### src/iosrfb_regs.svh
// frame layout constants for the short-address sample report builder
`ifndef IOSRFB_REGS_SVH
`define IOSRFB_REGS_SVH

`define IOSRFB_DELIM 8'h7E
`define IOSRFB_FRAME_TYPE 8'h83
`define IOSRFB_OPT_KEEP 8'h06
`define IOSRFB_MASK_KEEP 16'h1FFF
`define IOSRFB_CSUM_BASE 8'hFF
`define IOSRFB_FIXED_LEN 16'h0008
`define IOSRFB_DIG_LEN 16'h0002
`define IOSRFB_WORD_LEN 16'h0002
`define IOSRFB_WORD_W 16

`define IOSRFB_OFF_DELIM 4'h0
`define IOSRFB_OFF_LEN_HI 4'h1
`define IOSRFB_OFF_LEN_LO 4'h2
`define IOSRFB_OFF_TYPE 4'h3
`define IOSRFB_OFF_ADDR_HI 4'h4
`define IOSRFB_OFF_ADDR_LO 4'h5
`define IOSRFB_OFF_RSSI 4'h6
`define IOSRFB_OFF_OPTS 4'h7
`define IOSRFB_OFF_COUNT 4'h8
`define IOSRFB_OFF_MASK_HI 4'h9
`define IOSRFB_OFF_MASK_LO 4'hA
`define IOSRFB_OFF_DIG_HI 4'hB
`define IOSRFB_OFF_DIG_LO 4'hC

`define IOSRFB_DEF_ANALOG_CH 4
`define IOSRFB_DEF_DIGITAL_LINES 9
`define IOSRFB_DEF_ADC_BITS 10
`define IOSRFB_DEF_FIFO_DEPTH 32
`define IOSRFB_DEF_FIFO_WIDTH 8

`endif

### src/iosrfb_pkg.sv
// types shared by the sample report builder
package iosrfb_pkg;

    typedef enum logic [3:0] {
        st_idle = 4'b0001,
        st_field = 4'b0010,
        st_analog = 4'b0100,
        st_check = 4'b1000
    } iosrfb_state_type;

endpackage

### src/iosrfb_frame_builder.sv
// short-address sample report frame builder feeding the serial byte stream
//
// Summary of operation
// one report frame per received short-address sample
// frame type 0x83 at offset three
// sender short address, high byte first
// signal strength magnitude byte at offset six
// options byte, broadcast bits only, rest zero
// sample set count byte at offset eight
// channel mask, high then low byte
// mask: reserved three, analog four, digital nine
// digital levels word, masked, when any enabled
// no digital line enabled: omit digital word
// per analog input, right-aligned ten-bit word
// analog words ascending, disabled inputs skipped
// delimiter, length before; checksum after data
`timescale 1ns/1ps
`default_nettype none
`include "iosrfb_regs.svh"

module io_sample_rx_frame_builder #(
    parameter int ANALOG_CH = `IOSRFB_DEF_ANALOG_CH,
    parameter int DIGITAL_LINES = `IOSRFB_DEF_DIGITAL_LINES,
    parameter int ADC_BITS = `IOSRFB_DEF_ADC_BITS,
    parameter int FIFO_DEPTH = `IOSRFB_DEF_FIFO_DEPTH,
    parameter logic [7:0] DELIMITER = `IOSRFB_DELIM
) (
    // clock, reset, enable
    input wire logic clock_i,
    input wire logic rst_b_i,
    input wire logic ce_i,
    // received sample from the radio side
    input wire logic sample_valid_i,
    output logic sample_ready_o,
    input wire logic [15:0] src_addr_i,
    input wire logic [7:0] rssi_i,
    input wire logic [7:0] rx_options_i,
    input wire logic [7:0] sample_count_i,
    input wire logic [15:0] channel_mask_i,
    input wire logic [DIGITAL_LINES-1:0] digital_levels_i,
    input wire logic [ANALOG_CH*ADC_BITS-1:0] analog_samples_i,
    // serial byte stream toward the host
    output logic [7:0] tx_data_o,
    output logic tx_valid_o,
    input wire logic tx_ready_i,
    // status
    output logic busy_o
);

    localparam int CHW = (ANALOG_CH > 1) ? $clog2(ANALOG_CH) : 1;
    localparam int WW = `IOSRFB_WORD_W;

    iosrfb_pkg::iosrfb_state_type state;
    logic [3:0] step;
    logic [CHW-1:0] ch;
    logic phase;
    logic [7:0] sum;

    logic [15:0] addr_q;
    logic [7:0] rssi_q;
    logic [7:0] opts_q;
    logic [7:0] count_q;
    logic [15:0] mask_q;
    logic [DIGITAL_LINES-1:0] dig_q;
    logic [ANALOG_CH*ADC_BITS-1:0] ana_q;
    logic [15:0] len_q;

    logic capture;
    logic [15:0] next_len;
    logic [15:0] next_mask;
    logic [ANALOG_CH-1:0] ana_en;
    logic dig_any;
    logic [WW-1:0] dig_word;
    logic [WW-1:0] ana_word;
    logic ch_on;
    logic ch_last;
    logic push_valid;
    logic push_ready;
    logic push_fire;
    logic [7:0] cur_byte;
    logic in_sum;
    // sequencer events
    logic field_done;
    logic word_done;
    logic frame_done;

    ////////////////////////////////////////////////////////////////////////
    // intake: one sample at a time; the radio side waits while a frame is built
    assign capture = sample_valid_i & sample_ready_o;
    assign next_mask = channel_mask_i & `IOSRFB_MASK_KEEP;

    // length counts frame data only: type byte through the last sample
    always_comb begin
        next_len = `IOSRFB_FIXED_LEN;
        if (next_mask[DIGITAL_LINES-1:0] != '0) begin
            next_len = next_len + `IOSRFB_DIG_LEN;
        end
        for (int i = 0; i < ANALOG_CH; i++) begin
            if (next_mask[DIGITAL_LINES + i]) begin
                next_len = next_len + `IOSRFB_WORD_LEN;
            end
        end
    end

    // header fields of the report, stored as they arrive
    always_ff @(posedge clock_i or negedge rst_b_i) begin
        if (!rst_b_i) begin
            addr_q <= '0;
            rssi_q <= '0;
            opts_q <= '0;
            count_q <= '0;
        end else if (ce_i && capture) begin
            addr_q <= src_addr_i;
            rssi_q <= rssi_i;
            opts_q <= rx_options_i & `IOSRFB_OPT_KEEP;
            count_q <= sample_count_i;
        end
    end

    // channel layout and the frame length it implies
    always_ff @(posedge clock_i or negedge rst_b_i) begin
        if (!rst_b_i) begin
            mask_q <= '0;
            len_q <= '0;
        end else if (ce_i && capture) begin
            mask_q <= next_mask;
            len_q <= next_len;
        end
    end

    // sample values; held for the whole frame since the radio side may move on
    always_ff @(posedge clock_i or negedge rst_b_i) begin
        if (!rst_b_i) begin
            dig_q <= '0;
            ana_q <= '0;
        end else if (ce_i && capture) begin
            dig_q <= digital_levels_i;
            ana_q <= analog_samples_i;
        end
    end

    ////////////////////////////////////////////////////////////////////////
    // field views of the captured sample
    assign ana_en = mask_q[DIGITAL_LINES +: ANALOG_CH];
    assign dig_any = (mask_q[DIGITAL_LINES-1:0] != '0);
    // disabled lines read as zero whatever their pin level
    assign dig_word = WW'(dig_q & mask_q[DIGITAL_LINES-1:0]);
    assign ana_word = WW'(ana_q[ch*ADC_BITS +: ADC_BITS]);
    assign ch_on = ana_en[ch];
    assign ch_last = (ch == CHW'(ANALOG_CH-1));

    ////////////////////////////////////////////////////////////////////////
    // byte selection for the current position in the frame
    always_comb begin
        cur_byte = '0;
        case (state)
            iosrfb_pkg::st_field: begin
                case (step)
                    `IOSRFB_OFF_DELIM: cur_byte = DELIMITER;
                    `IOSRFB_OFF_LEN_HI: cur_byte = len_q[15:8];
                    `IOSRFB_OFF_LEN_LO: cur_byte = len_q[7:0];
                    `IOSRFB_OFF_TYPE: cur_byte = `IOSRFB_FRAME_TYPE;
                    `IOSRFB_OFF_ADDR_HI: cur_byte = addr_q[15:8];
                    `IOSRFB_OFF_ADDR_LO: cur_byte = addr_q[7:0];
                    `IOSRFB_OFF_RSSI: cur_byte = rssi_q;
                    `IOSRFB_OFF_OPTS: cur_byte = opts_q;
                    `IOSRFB_OFF_COUNT: cur_byte = count_q;
                    `IOSRFB_OFF_MASK_HI: cur_byte = mask_q[15:8];
                    `IOSRFB_OFF_MASK_LO: cur_byte = mask_q[7:0];
                    `IOSRFB_OFF_DIG_HI: cur_byte = dig_word[15:8];
                    `IOSRFB_OFF_DIG_LO: cur_byte = dig_word[7:0];
                    default: cur_byte = '0;
                endcase
            end
            iosrfb_pkg::st_analog: begin
                cur_byte = phase ? ana_word[7:0] : ana_word[15:8];
            end
            iosrfb_pkg::st_check: begin
                cur_byte = `IOSRFB_CSUM_BASE - sum;
            end
            default: cur_byte = '0;
        endcase
    end

    // a disabled analog input costs one idle cycle rather than a lookahead
    always_comb begin
        push_valid = 1'b0;
        case (state)
            iosrfb_pkg::st_field: push_valid = 1'b1;
            iosrfb_pkg::st_analog: push_valid = ch_on;
            iosrfb_pkg::st_check: push_valid = 1'b1;
            default: push_valid = 1'b0;
        endcase
    end

    assign push_fire = push_valid & push_ready;
    // checksum covers frame data only: from the type byte to the last sample
    assign in_sum = (state == iosrfb_pkg::st_analog) ||
                    ((state == iosrfb_pkg::st_field) && (step >= `IOSRFB_OFF_TYPE));

    ////////////////////////////////////////////////////////////////////////
    // frame sequencer, one register per concern
    // the fixed part ends at the mask, or at the digital word when one is sent
    assign field_done = (state == iosrfb_pkg::st_field) && push_fire &&
                        ((step == `IOSRFB_OFF_DIG_LO) ||
                         ((step == `IOSRFB_OFF_MASK_LO) && !dig_any));
    // an analog slot ends on its low byte, or at once when its input is off
    assign word_done = (state == iosrfb_pkg::st_analog) && (!ch_on || (push_fire && phase));
    assign frame_done = (state == iosrfb_pkg::st_check) && push_fire;

    // unknown state codes fall back to idle; sample_ready_o is not set again, so a code hit mid-frame still locks the port
    always_ff @(posedge clock_i or negedge rst_b_i) begin
        if (!rst_b_i) begin
            state <= iosrfb_pkg::st_idle;
        end else if (ce_i) begin
            case (state)
                iosrfb_pkg::st_idle: begin
                    if (capture) begin
                        state <= iosrfb_pkg::st_field;
                    end
                end
                iosrfb_pkg::st_field: begin
                    if (field_done) begin
                        state <= iosrfb_pkg::st_analog;
                    end
                end
                iosrfb_pkg::st_analog: begin
                    if (word_done && ch_last) begin
                        state <= iosrfb_pkg::st_check;
                    end
                end
                iosrfb_pkg::st_check: begin
                    if (frame_done) begin
                        state <= iosrfb_pkg::st_idle;
                    end
                end
                default: begin
                    state <= iosrfb_pkg::st_idle;
                end
            endcase
        end
    end

    // position within the fixed part of the frame
    always_ff @(posedge clock_i or negedge rst_b_i) begin
        if (!rst_b_i) begin
            step <= `IOSRFB_OFF_DELIM;
        end else if (ce_i) begin
            if (capture) begin
                step <= `IOSRFB_OFF_DELIM;
            end else if ((state == iosrfb_pkg::st_field) && push_fire && !field_done) begin
                step <= step + 4'h1;
            end
        end
    end

    // analog input index, lowest input first
    always_ff @(posedge clock_i or negedge rst_b_i) begin
        if (!rst_b_i) begin
            ch <= '0;
        end else if (ce_i) begin
            if (field_done) begin
                ch <= '0;
            end else if (word_done && !ch_last) begin
                ch <= ch + 1'b1;
            end
        end
    end

    // byte of the current analog word, high byte first
    always_ff @(posedge clock_i or negedge rst_b_i) begin
        if (!rst_b_i) begin
            phase <= 1'b0;
        end else if (ce_i) begin
            if (field_done || word_done) begin
                phase <= 1'b0;
            end else if ((state == iosrfb_pkg::st_analog) && push_fire) begin
                phase <= 1'b1;
            end
        end
    end

    // the sum restarts on each take, so no earlier frame leaks into it
    always_ff @(posedge clock_i or negedge rst_b_i) begin
        if (!rst_b_i) begin
            sum <= '0;
        end else if (ce_i) begin
            if (capture) begin
                sum <= '0;
            end else if (push_fire && in_sum) begin
                sum <= sum + cur_byte;
            end
        end
    end

    ////////////////////////////////////////////////////////////////////////
    // handshake toward the radio side: a taken sample waits for its checksum push
    always_ff @(posedge clock_i or negedge rst_b_i) begin
        if (!rst_b_i) begin
            sample_ready_o <= 1'b1;
        end else if (ce_i) begin
            if (capture) begin
                sample_ready_o <= 1'b0;
            end else if (frame_done) begin
                sample_ready_o <= 1'b1;
            end
        end
    end

    // status: busy from the take until the whole frame sits in the buffer
    always_ff @(posedge clock_i or negedge rst_b_i) begin
        if (!rst_b_i) begin
            busy_o <= 1'b0;
        end else if (ce_i) begin
            if (capture) begin
                busy_o <= 1'b1;
            end else if (frame_done) begin
                busy_o <= 1'b0;
            end
        end
    end

    ////////////////////////////////////////////////////////////////////////
    // output buffer; a stalled host backs up into the sequencer
    iosrfb_fifo #(
        .WIDTH(`IOSRFB_DEF_FIFO_WIDTH),
        .DEPTH(FIFO_DEPTH)
    ) u_fifo (
        .clock_i(clock_i),
        .rst_b_i(rst_b_i),
        .ce_i(ce_i),
        .in_valid_i(push_valid),
        .in_ready_o(push_ready),
        .in_data_i(cur_byte),
        .out_valid_o(tx_valid_o),
        .out_ready_i(tx_ready_i),
        .out_data_o(tx_data_o)
    );

endmodule

`default_nettype wire

### src/iosrfb_fifo.sv
// byte fifo with a registered output stage
`timescale 1ns/1ps
`default_nettype none
`include "iosrfb_regs.svh"

module iosrfb_fifo #(
    parameter int WIDTH = `IOSRFB_DEF_FIFO_WIDTH,
    parameter int DEPTH = `IOSRFB_DEF_FIFO_DEPTH
) (
    // clock and reset
    input wire logic clock_i,
    input wire logic rst_b_i,
    input wire logic ce_i,
    // fill side
    input wire logic in_valid_i,
    output logic in_ready_o,
    input wire logic [WIDTH-1:0] in_data_i,
    // drain side
    output logic out_valid_o,
    input wire logic out_ready_i,
    output logic [WIDTH-1:0] out_data_o
);

    localparam int AW = (DEPTH > 1) ? $clog2(DEPTH) : 1;

    logic [WIDTH-1:0] mem [DEPTH];
    logic [AW-1:0] wr_ptr;
    logic [AW-1:0] rd_ptr;
    logic [AW:0] count;
    logic wr_fire;
    logic load;

    ////////////////////////////////////////////////////////////////////////
    // full is honest: a slot freed by this cycle's load is not reused yet
    assign in_ready_o = (count != (AW+1)'(DEPTH));
    assign wr_fire = in_valid_i & in_ready_o;
    assign load = (count != '0) & (~out_valid_o | out_ready_i);

    always_ff @(posedge clock_i) begin
        if (ce_i && wr_fire) begin
            mem[wr_ptr] <= in_data_i;
        end
    end

    always_ff @(posedge clock_i or negedge rst_b_i) begin
        if (!rst_b_i) begin
            wr_ptr <= '0;
            rd_ptr <= '0;
            count <= '0;
        end else if (ce_i) begin
            if (wr_fire) begin
                wr_ptr <= (wr_ptr == AW'(DEPTH-1)) ? '0 : wr_ptr + 1'b1;
            end
            if (load) begin
                rd_ptr <= (rd_ptr == AW'(DEPTH-1)) ? '0 : rd_ptr + 1'b1;
            end
            count <= count + (AW+1)'(wr_fire) - (AW+1)'(load);
        end
    end

    ////////////////////////////////////////////////////////////////////////
    always_ff @(posedge clock_i or negedge rst_b_i) begin
        if (!rst_b_i) begin
            out_valid_o <= 1'b0;
            out_data_o <= '0;
        end else if (ce_i) begin
            if (load) begin
                out_data_o <= mem[rd_ptr];
                out_valid_o <= 1'b1;
            end else if (out_ready_i) begin
                out_valid_o <= 1'b0;
            end
        end
    end

endmodule

`default_nettype wire

### config.mk
export PLATFORM = sky130hd
export DESIGN_NAME = io_sample_rx_frame_builder
export DESIGN_NICKNAME = d
export VERILOG_FILES = /design/src/iosrfb_pkg.sv /design/src/iosrfb_frame_builder.sv /design/src/iosrfb_fifo.sv
export VERILOG_INCLUDE_DIRS = /design/src /design/src/src
export SDC_FILE = /design/constraint.sdc
export NUM_CORES = 1
export LEC_CHECK = 0
export CORE_MARGIN = 2
export CORE_UTILIZATION = 60
export CTS_CLUSTER_DIAMETER = 60
export DETAILED_ROUTE_END_ITERATION = 7
export DONT_BUFFER_PORTS = 1
export PLACE_DENSITY = 0.79
export SKIP_CTS_REPAIR_TIMING = 1
export SLEW_MARGIN = 5
export SYNTH_ARGS = -nofsm -noshare
export SYNTH_HDL_FRONTEND = slang
export SYNTH_SLANG_ARGS = --single-unit
export TNS_END_PERCENT = 5
### constraint.sdc
create_clock -name clock_i -period 5.7 [get_ports clock_i]
set_input_delay 0.285 -clock clock_i [delete_from_list [all_inputs] [get_ports clock_i]]
set_output_delay 0.285 -clock clock_i [all_outputs]
set_load 0.02 [all_outputs]
Word level (Yosys, flattened, before mapping)
Memories as Yosys holds them, arrays and structs flattened. A register that Yosys moved wholly into a read port is not among the register bits. Index checks and enable logic that the tools add are counted.

Shift-type cells: 1. Multipliers: 1. Equal/unequal tests: 24. Add/sub/neg operators: 12. Mux-type cells: 34. Bitwise logic cells: 6. Reductions and logical operators: 43. Magnitude comparators: 2.

Operator list (number): $pmux 8 s13 (1); $add 16x2->16 const B (3); $mux 16 (3); $shiftx 40x7->10 (1); $eq 4x4->1 const B (6); $mux 4 (6); $mux 8 (3); $pmux 8 s3 (1); $eq 4x3->1 const B (5); $reduce_bool 9->1 (2); $pmux 4 s4 (1); $reduce_and 2->1 (8); $mux 5 (3); $logic_and 1x1->1 (14); $eq 4x2->1 const B (3); $reduce_bool 2->1 (6); $mux 1 (11); $add 5x1->5 const B (2); $eq 5x5->1 const B (2); $and 9x9->9 (1); $add 8x8->8 (1); $eq 4x1->1 const B (2); $ne 2x2->1 const B (4); $sub 8x8->8 const A (1); other kinds (22) (33).

Register bits after elaboration: 150. Output and inout bits: 11. Bits of input ports: 110. Memories: 1. Word-level logic and storage cells: 143. RAM bits: 256.

Memory list: u_fifo.mem (words 32, width 8, rd ports 1, clocked after memory_dff 1, write ports 1, RTL line iosrfb_fifo.sv:26) `logic [WIDTH-1:0] mem [DEPTH];`.

Logic depth before layout (Yosys ltp)
Gate-level depths: netlist (run 1).

Depth after elaboration: 10. Mapped depth: 16. Depth with buffers taken out: 15.

Cells and area by module
From an unflattened synthesis (run 1), not the netlist that was laid out.

Cells, all modules: 1363. Area total of the unflattened synthesis: 17898.4 um2.

Modules (own cells, without submodules): iosrfb_fifo (seq. area each 8313.0 um2, area each 11447.2 um2, instances 1, cells an instance 615); io_sample_rx_frame_builder (seq. area each 3080.5 um2, area each 6451.2 um2, instances 1, cells an instance 748).

Worst setup path before layout (run 1)
OpenSTA, ideal clock, no wires.

Path kind: reg2reg. Start point: register step[0]. End point: register sum[7]. Data arrival time: 4.143 ns. Stages on the path, launching flop included: 16. Period minus slack after synthesis: 4.276 ns. Setup slack: 1.424 ns. Cells stage by stage: dfrtp_1 inv_1 ha_1 clkbuf_1 clkbuf_1 a221oi_1 o22ai_1 a21oi_1 o221ai_1 ha_1 a21oi_1 o211ai_1 o41ai_1 nor3_1 a211oi_1 o41ai_1.

Cells in the longest elaborated chain, start to end: 6.

RTL lines: start, declared (RTL line iosrfb_frame_builder.sv:54) `logic [3:0] step;`; start signal, assigned (RTL line iosrfb_frame_builder.sv:247) `` step <= `IOSRFB_OFF_DELIM; ``; start signal, assigned (RTL line iosrfb_frame_builder.sv:250) `` step <= `IOSRFB_OFF_DELIM; ``; start signal, assigned (RTL line iosrfb_frame_builder.sv:252) `step <= step + 4'h1;`; $eq 4x4->1, or another cell as far along (RTL line iosrfb_frame_builder.sv:158) `case (step)`; $pmux 8 s13 (*) (RTL line iosrfb_frame_builder.sv:158); $pmux 8 s3 (*) (RTL line iosrfb_frame_builder.sv:156) `case (state)`; via cur_byte[1] (RTL line iosrfb_frame_builder.sv:80) `logic [7:0] cur_byte;`; $add 8x8->8 (*) (RTL line iosrfb_frame_builder.sv:291) `sum <= sum + cur_byte;`; $mux 8 (*) (RTL line iosrfb_frame_builder.sv:290) `end else if (push_fire && in_sum) begin`; $mux 8 (*) (RTL line iosrfb_frame_builder.sv:288) `if (capture) begin`; end signal, assigned (RTL line iosrfb_frame_builder.sv:291); end, declared (RTL line iosrfb_frame_builder.sv:57) `logic [7:0] sum;`.

Mark *: on every way through the listed nets, which the timed path passes. The rest lies on a longest branch. The select of a mux whose other input is x is not followed. A chain may end at the register's enable or synchronous reset.

Final worst setup path (run 1)
Ends and elaborated chain as after synthesis.

==> results.toml, run 1 <==
[die]
die_h_um = 175.1
die_w_um = 175.1
rows = 62
io_pins = 121
core_area_sq_mm = 0.02878
start_util_pct = 61.06
dieArea_sq_mm = 0.03067

[timing]
hold_viol_final = 3
period_share_pct = 79.45
fin_hold_ws_ns = -0.02155
worst-slew-pin-transition_ns = 1.144
slew_violations = 0
rsz0062_at_grt = "false"
finalSetupTns_ns = 0
worst_slack_ns = 1.171
relSlewSlack_pct = 23.71
period_needed_ns = 4.529
fmaxAchievable_mhz = 220.8
skew_ns = 0.01946
setup_viol = 0

[synthesis]
synth_area_leaders = "edfxtp_1 (44%), dfrtp_1 (21%), mux4_2 (12%), mux2_2 (6.5%), ha_1 (2.3%)"
yosysTopAreaCell = "edfxtp_1"
syn_area_sq_mm = 0.01757
async_flop_share_pct = 36.63
synth_nets = 1239
synth_edf_count = 256
synth.distinct_cells = 69
synthCells = 1094
synth.top_cell.area_share_pct = 43.75
syn_avg_cell_area_sq_um = 16.06
ys_seq_area_share_pct = 64.84
synth_ff_type = "edfxtp_1"
yosys_warnings = 0
ys_ff_latch = 404

[grt]
first_global_vias = 9806
grt_pass1_wl_um = 55960
grt_max_degree = 149
grt_remaining_overflow = 0
antenna_found_initial = 1
track_usage_pct = 23.91

[run_status]
violations = "hold timing"
status = "finished with violations"

[setup_path]
r2r_end = "sum[7]"
crit_fanout = 21
crit_path_max_incr_delay_ns = 0.69
path_delay_family = "compound AO/OA/AOI/OAI gates"
end_kind = "flop"
critPathLaunchType = "flop"
r2r_cells = 15
worstPathRequired_ns = 6.10
critPathKind = "reg -> reg"
worst-r2r-setup-slack_ns = 1.17
crit_path_frequent_cell = "a21oi_1"
path_cells = "inv_1 > ha_1 > nand2_1 > a21oi_1 > a311oi_1 > o22ai_1 > a21oi_1 > o221ai_2 > ha_1 > a21oi_1 > o211ai_1 > o41ai_1 > nor3_1 > a211oi_1 > o41ai_1"
arrival_ns = 4.93
path_buf_inv = 1
worst_path_max_delay_cell = "ha_1"
r2r-start = "step[0]"

[final_layout]
fillerInstances = 1722
regArea_sq_mm = 0.01140
layout-drive-gt1-share_pct = 24.03
multi_input_area_sq_mm = 0.005861
syn2layout_area_growth_pct = 15.41
fin_nets = 1328
fin_util_pct = 70.46

[clock_network]
cts_tree = "done"
clock_latency_ns = 0.55
htree_levels = 2
cts_buffer_depth = 3
clock-sinks = 404
cts_inserted_buffers = 41
cts-root-buf = "clkbuf_16"
clkTransAtPathRegs_ns = 0.06

[placement]
port_buffers = 0
dp_hpwl_um = 22230
gp_congestion = 0.8463
place_ws_ns = 1.233

[hold_path]
hold_end = "mask_q[10]"
hold_start = "channel_mask_i[10]"
hold_path_class = "in -> reg"
whs_path_depth = 2

[power]
cellPowerDensity_mw_per_mm2 = 325.7
p_leak_uw = 0.008468
peakVddDrop_uv = 251.5
power_uw = 6605

[routing]
drtAntennaViolNets = 0
wire_per_inst_um = 24.04
via_per_inst = 6.269
drc = 0
totalWireLength_um = 38460
num_vias = 10030
drt_iter0_markers = 880
firstDrtPassIters = 5

[flow_run]
maxCapViolations = 0
cell usage after synthesis, types with 4 or more instances:
cell type,number
and3_1,5
mux2i_1,10
buf_2,16
a21oi_1,25
a21o_1,6
inv_1,29
nor3_1,7
mux2_2,101
ha_1,32
buf_1,5
mux4_2,91
nand2_1,79
nand4_1,4
o221ai_1,8
o31ai_1,6
o21ai_0,31
nand3b_1,5
edfxtp_1,256
dfrtp_1,146
clkbuf_1,40
a222oi_1,4
nand3_1,19
o21ai_1,17
o22ai_1,4
xor2_1,7
nor2_1,61
xnor2_1,11
a22oi_1,7
area by class of cell:
class                      count  share of cell area (%)
multi-input combinational    598                   28.90
sequential                   404                   56.21
timing repair buffer         109                   5.318
clock inverter                22                   1.074
antenna                        1                 0.01234
inverter                      29                  0.5368
clock buffer                  53                   5.577
tap                          384                   2.369
per-stage QoR:
| stage | cells | area [sq um] |
|---|---|---|
| 2_1_floorplan | 1094 | 17570 |
| 3_3_place_gp | 1427 | 17940 |
| 3_5_place_dp | 1427 | 17940 |
| 4_1_cts | 1502 | 19290 |
| 5_1_grt | 1600 | 20280 |
| 6_report | 1600 | 20280 |
cell usage in the layout, fill, tap and decap left out, types with 25 or more instances in the layout:
cell type	instances
inv_1	29
mux4_2	91
ha_1	32
o21ai_0	31
nor2_1	61
clkbuf_16	41
a21oi_1	25
nand2_1	78
dfrtp_1	143
dlygate4sd3_1	96
mux2_2	101
edfxtp_1	256
worst max path at each step:
| stage | startpoint | to | slack, ns | cells after the start |
|---|---|---|---|---|
| after floorplan | step[0] | sum[7] | 1.42 | 15 |
| after global placement | step[0] | sum[6] | 1.45 | 14 |
| after detailed placement | step[0] | sum[7] | 1.23 | 15 |
| after CTS | step[1] | sum[7] | 1.22 | 15 |
| after global routing | step[1] | sum[7] | 0.83 | 15 |
| final | step[0] | sum[7] | 1.17 | 15 |
state kept, by name, indices dropped and copies added (netlist names), 8 cells and up:
signal,count
u_fifo.mem,256
ana_q,40
addr_q,16
mask_q,13
dig_q,9
count_q,8
rssi_q,8
sum,8
u_fifo.out_data_o,8
power by group:
| group | internal (uW) | leakage, uW | switching, uW | total [uW] |
|---|---|---|---|---|
| logic | 338 | 0.00282 | 195 | 533 |
| clock network | 1550 | 0.000667 | 1150 | 2700 |
| registers | 3120 | 0.00498 | 246 | 3370 |
metal layers:
metal / track usage, % / share of wire [%] / routed length [um] / vias to the layer above
li1: - / - / - / 4403
met1: 32.76 / 40 / 15360 / 5097
met2: 38.53 / 50 / 19270 / 451
met3: 5.113 / 7.1 / 2723 / 79
met4: 8.438 / 2.9 / 1104 / 0
met5: 0 / 0 / 0 / -
kinds of logic (layout without fill, tap and decap cells):
family | Yosys count | in the layout | share of synthesized area [%]
AO/OA/AOI/OAI | 140 | 140 | 5.440
XOR/XNOR | 18 | 18 | 0.8972
adder cells (fa/ha/maj) | 35 | 35 | 2.620
buffers and inverters | 92 | 213 | 2.122
flip-flops | 404 | 404 | 64.84
multiplexers | 203 | 203 | 18.77
other | 0 | 1 | 0
AND/OR/NAND/NOR | 202 | 202 | 5.312
Power figures use the tool's default switching activity.
==> inputs of run 2 (changes only) <==
Clock period 5.7 ns to 4.72 ns, I/O delays scaled along.
==> run 2 against run 1 <==
The run still ends with hold timing left. Clock skew increased by 0.00053 ns. Worst setup slack got worse by 0.48 ns. Sequential power grew 20%. First-iteration DRC count fell by 8.5%. Largest power group unchanged. Non-clock buffer count increased by 6. Highest routed layer is now met5.
==> results.toml, run 2 (synthesized netlist as in run 1, its figures left out) <==
[run_status]
status = "finished with violations"
violations = "hold timing"

[clock_network]
cts-root-buf = "clkbuf_16"
htree_levels = 2
clock-sinks = 404
cts_inserted_buffers = 41
clock_latency_ns = 0.55
clkTransAtPathRegs_ns = 0.06
cts_tree = "done"
cts_buffer_depth = 3

[final_layout]
largest_register_ffs = 256
fin_util_pct = 70.64
largest-register = "u_fifo.mem"
fin_nets = 1334
final_cell_mix = "edfxtp_1 (256), dfrtp_1 (143), mux2_2 (101), dlygate4sd3_1 (99), mux4_2 (91)"
stdcell_count = 1606
num_antenna_cells = 0
syn2layout_area_growth_pct = 15.69
layout-drive-gt1-share_pct = 23.57
final_common_cell = "edfxtp_1"
top_regs = "u_fifo.mem x256, ana_q x40, addr_q x16"

[placement]
dp_hpwl_um = 22750
gp_congestion = 0.8522
place_ws_ns = 0.6857
dp_cells = 1430
port_buffers = 0

[setup_path]
end_kind = "flop"
cp_num_cells = 14
worstPathRequired_ns = 5.12
crit_path_frequent_cell = "a21o_1"
r2r-start = "step[0]"
arrival_ns = 4.42
critPathLaunchType = "flop"
path_cells = "inv_1 > ha_1 > nor2_1 > a22oi_1 > o21ai_1 > o221ai_2 > buf_4 > fa_1 > a21o_1 > a21o_1 > a21o_1 > a21oi_1 > xor2_1 > o31ai_1"
critPathKind = "reg -> reg"
path_buf_inv = 2
crit_fanout = 33
r2r_cells = 14
worst_path_max_delay_cell = "o21ai_1"
crit_path_max_incr_delay_ns = 0.72
worst-r2r-setup-slack_ns = 0.69
path_delay_family = "compound AO/OA/AOI/OAI gates"
r2r_end = "sum[6]"

[timing]
skew_ns = 0.01999
hold_viol_final = 2
rsz0062_at_grt = "false"
fin_hold_ws_ns = -0.006225
period_share_pct = 85.28
slew_violations = 0
worst_slack_ns = 0.6946
fmaxAchievable_mhz = 248.4
period_needed_ns = 4.025
finalSetupTns_ns = 0
setup_viol = 0
worst-slew-pin-transition_ns = 1.187
relSlewSlack_pct = 20.88

[flow_run]
maxCapViolations = 0

[routing]
drtAntennaViolNets = 0
firstDrtPassIters = 8
drc = 0
drt_iter0_markers = 805
via_per_inst = 6.215
totalWireLength_um = 38030
num_vias = 9982
wire_per_inst_um = 23.68

[power]
p_switching_uw = 1871
pwr-share-seq_pct = 51.1
switching_share_pct = 23.52
clkPwrFrac_pct = 40.7
intPower_uw = 6086
peakVddDrop_uv = 290.0
p_leak_uw = 0.008485
cellPowerDensity_mw_per_mm2 = 391.4
combPwrFrac_pct = 8.3

[die]
die_h_um = 175.1
start_util_pct = 61.06
io_pins = 121
dieArea_sq_mm = 0.03067
die_w_um = 175.1
core_area_sq_mm = 0.02878
rows = 62

[grt]
antenna_found_initial = 1
grt_max_degree = 149
first_global_vias = 9884
grt_pass1_wl_um = 56280
grt_remaining_overflow = 0
track_usage_pct = 23.75

[hold_path]
hold_start = "channel_mask_i[12]"
hold_end = "len_q[4]"
whs_path_depth = 3
hold_path_class = "in -> reg"
## run 2: tightest hold or removal path: cells and delay by family
family / cells / cell delay (ns)
AOI/OAI and AO/OA: 1 / 0.13
xor gates and xnor gates: 1 / 0.06
and+or+nand+nor: 1 / 0.06
## run 2: layer usage
metal / GRT usage [%] / wire length [um] / vias to the layer above
met2: 38.70 / 19240 / 428
met3: 5.352 / 2687 / 71
li1: - / - / 4414
met1: 32.57 / 15090 / 5067
met5: 0 / 13 / -
met4: 7.014 / 1010 / 2
## run 2: how the worst max path moves through the flow
stage | from | endpoint | slack (ns)
after floorplan | step[0] | sum[7] | 0.44
after detailed placement | step[0] | sum[6] | 0.69
after global routing | step[0] | sum[7] | 0.34
after global placement | step[0] | sum[6] | 0.80
after CTS | step[0] | sum[6] | 0.70
final | step[0] | sum[6] | 0.69
## run 2: area by class of cell
type                       instances  area [sq um]
sequential                       404         11400
fill                            1736          8451
multi-input combinational        598          5861
clock buffer                      63          1179
timing repair buffer             115          1131
tap                              384         480.5
clock inverter                    13         170.2
inverter                          29         108.9
## run 2: through the flow
stage          total power [uW]  cell area, sq um
2_1_floorplan              4568             17570
3_3_place_gp               4677             17960
3_5_place_dp               4697             17960
4_1_cts                    7893             19310
5_1_grt                    8226             20330
6_report                   7957             20330
## run 2: power groups by stage
stage	Sequential [uW]	Clock [uW]	Combinational (uW)
finish	4060	3240	657
floorplan	3870	0	694
detailed placement	4140	0	556
global placement	4140	0	541
CTS	4070	3260	560
global route	4100	3400	730
==> inputs of run 3 (changes only) <==
Settings changed: SYNTH_HIERARCHICAL from default to 1.
==> run 3 against run 2 <==
The flow still finishes with violations (hold timing). Count of clock-buffer cells in the layout did not move. Combinational power rose to 5.1 times the previous value. Worst setup slack improved by 0.092 ns. Critical endpoint is now sum[7]. Largest cell class unchanged. Largest power group unchanged.
==> results.toml, run 3 <==
[routing]
drtAntennaViolNets = 0
totalWireLength_um = 40830
via_per_inst = 6.208
drt_iter0_markers = 1282
wire_per_inst_um = 21.70
firstDrtPassIters = 5
drc = 0
num_vias = 11684

[clock_network]
htree_levels = 2
cts_tree = "done"
clkTransAtPathRegs_ns = 0.06
cts_inserted_buffers = 41
cts-root-buf = "clkbuf_16"
clock_latency_ns = 0.54
clock-sinks = 404
cts_buffer_depth = 3

[run_status]
status = "finished with violations"
violations = "hold timing"

[flow_run]
maxCapViolations = 0

[setup_path]
path_buf_inv = 1
worstPathRequired_ns = 5.10
crit_fanout = 17
worst_path_max_delay_cell = "ha_1"
r2r_end = "sum[7]"
crit_path_max_incr_delay_ns = 0.58
critPathKind = "reg -> reg"
path_delay_family = "compound AO/OA/AOI/OAI gates"
path_cells = "inv_1 > ha_1 > nor2b_1 > a21o_1 > nand3_1 > o311ai_0 > nand2_1 > o211ai_1 > ha_1 > nand3_1 > o211ai_1 > o41a_1 > o2111a_1 > a211oi_1 > o41ai_2"
r2r_cells = 15
arrival_ns = 4.32
critPathLaunchType = "flop"
worst-r2r-setup-slack_ns = 0.79
end_kind = "flop"
r2r-start = "step[0]"

[synthesis]
ys_ff_latch = 404
yosysMostFrequentCell = "nand2_1"
async_flop_share_pct = 36.63
synth_top_family_by_area = "simple AND/OR/NAND/NOR gates"
yosys.area_share.simple_pct = 11.95
syn_avg_cell_area_sq_um = 13.13
yosysTopAreaCell = "edfxtp_1"
synth_common_cells = "nand2_1 (362), edfxtp_1 (256), dfrtp_1 (146)"
synth_area_leaders = "edfxtp_1 (43%), dfrtp_1 (20%), nand2_1 (7.6%), mux4_2 (4.8%), mux4_1 (3.1%)"
synth_edf_count = 256
syn_area_sq_mm = 0.01790
synthCells = 1363
synthXorXnorAreaFrac_pct = 0.8808
synth_ff_type = "edfxtp_1"
synth_compound_area_share_pct = 7.522
synthMuxAreaShare_pct = 10.63
ys_seq_area_share_pct = 63.66
yosys.area_share.adder_pct = 2.573
yosys_warnings = 6
synth_nets = 1508
synth.top_cell.area_share_pct = 42.95
synth.distinct_cells = 79

[die]
rows = 63
die_h_um = 176.7
io_pins = 121
die_w_um = 176.7
dieArea_sq_mm = 0.03123
core_area_sq_mm = 0.02948
start_util_pct = 60.71

[final_layout]
largest_register_ffs = 256
largest-register = "u_fifo/mem"
multi_input_area_sq_mm = 0.006028
final_common_cell = "nand2_1"
fin_nets = 1605
regArea_sq_mm = 0.01140
syn2layout_area_growth_pct = 14.95
final_cell_mix = "nand2_1 (361), edfxtp_1 (256), dfrtp_1 (144), dlygate4sd3_1 (99), nor2_1 (64)"
top_regs = "u_fifo/mem x256, ana_q x40, addr_q x16"
layout-drive-gt1-share_pct = 10.32
stdcell_count = 1882
fillerInstances = 1882
num_antenna_cells = 0

[timing]
slew_violations = 0
worst-slew-pin-transition_ns = 1.189
fmaxAchievable_mhz = 254.2
relSlewSlack_pct = 20.74
period_share_pct = 83.33
rsz0062_at_grt = "false"
worst_slack_ns = 0.7866
setup_viol = 0
skew_ns = 0.02420
period_needed_ns = 3.933
fin_hold_ws_ns = -0.01076
finalSetupTns_ns = 0
hold_viol_final = 1

[grt]
grt_pass1_wl_um = 59570
first_global_vias = 11072
antenna_found_initial = 0
grt_remaining_overflow = 0
track_usage_pct = 24.80
grt_max_degree = 149

[power]
switching_share_pct = 33.60
power_uw = 11870
intPower_uw = 7879
pwr-share-seq_pct = 44.9
clkPwrFrac_pct = 26.9
combPwrFrac_pct = 28.1
cellPowerDensity_mw_per_mm2 = 576.8
p_switching_uw = 3987
p_leak_uw = 0.008185
peakVddDrop_uv = 337.7

[placement]
port_buffers = 0
dp_hpwl_um = 23630
place_ws_ns = 0.8850
dp_cells = 1707
gp_congestion = 0.8982

[hold_path]
whs_path_depth = 3
hold_end = "len_q[4]"
hold_start = "channel_mask_i[12]"
hold_path_class = "in -> reg"
==> run 3: worst max path at each step <==
stage,from,end,slack (ns),cells past startpoint
3_3_place_gp,step[0],sum[7],1.00,14
4_1_cts,step[0],sum[7],0.87,14
6_report,step[0],sum[7],0.79,15
5_1_grt,step[0],sum[7],0.57,14
3_5_place_dp,step[0],sum[7],0.88,14
2_1_floorplan,step[0],sum[7],0.75,16
==> run 3: area by class of cell <==
type / count / area share [%]
Clock buffer: 63 / 6.088
Tap cell: 390 / 2.372
Inverter: 27 / 0.4926
Sequential cell: 404 / 55.40
Timing Repair Buffer: 125 / 5.863
Clock inverter: 12 / 0.4804
Multi-Input combinational cell: 861 / 29.30
==> run 3: power groups by stage <==
| stage | clock, uW | combinational [uW] | sequential [uW] |
|---|---|---|---|
| floorplan | 0 | 2580 | 5000 |
| global placement | 0 | 2990 | 5330 |
| detailed placement | 0 | 3130 | 5360 |
| CTS | 3220 | 3170 | 5310 |
| global route | 3380 | 3630 | 5400 |
| finish | 3200 | 3340 | 5330 |
==> run 3: per-layer routing <==
metal  part of all wire, %  routed length [um]  up-vias  global-route usage, %
met2                    51               21010      565                  41.44
met1                    38               15710     5826                  33.24
met3                   6.7                2755      107                  4.210
met4                   3.3                1353        0                  8.678
li1                      -                   -     5186                      -
met5                     0                   0        -                      0
==> run 3: worst min-delay path: stages <==
cell and delay [ns]:
nand4_1 0.06, xor2_1 0.06, o21ai_0 0.12
==> run 3: cell families (layout without fill, tap and decap cells) <==
logic type / count (synthesis) / in the layout
compound gates: 195 / 195
xor+xnor: 18 / 18
fa+ha+maj: 35 / 35
buf+inv: 98 / 227
flops: 404 / 404
mux: 108 / 108
simple gates: 505 / 505
==> run 3: metrics by stage <==
step           cell area, sq um  hold WS [ns]  utilization (%)
3_3_place_gp              18200      -0.05449            61.75
2_1_floorplan             17900      -0.05959                -
6_report                  20570      -0.01076            69.79
5_1_grt                   20570       0.02091            69.79
3_5_place_dp              18200      -0.05475            61.75
4_1_cts                   19560       -0.6160            66.33
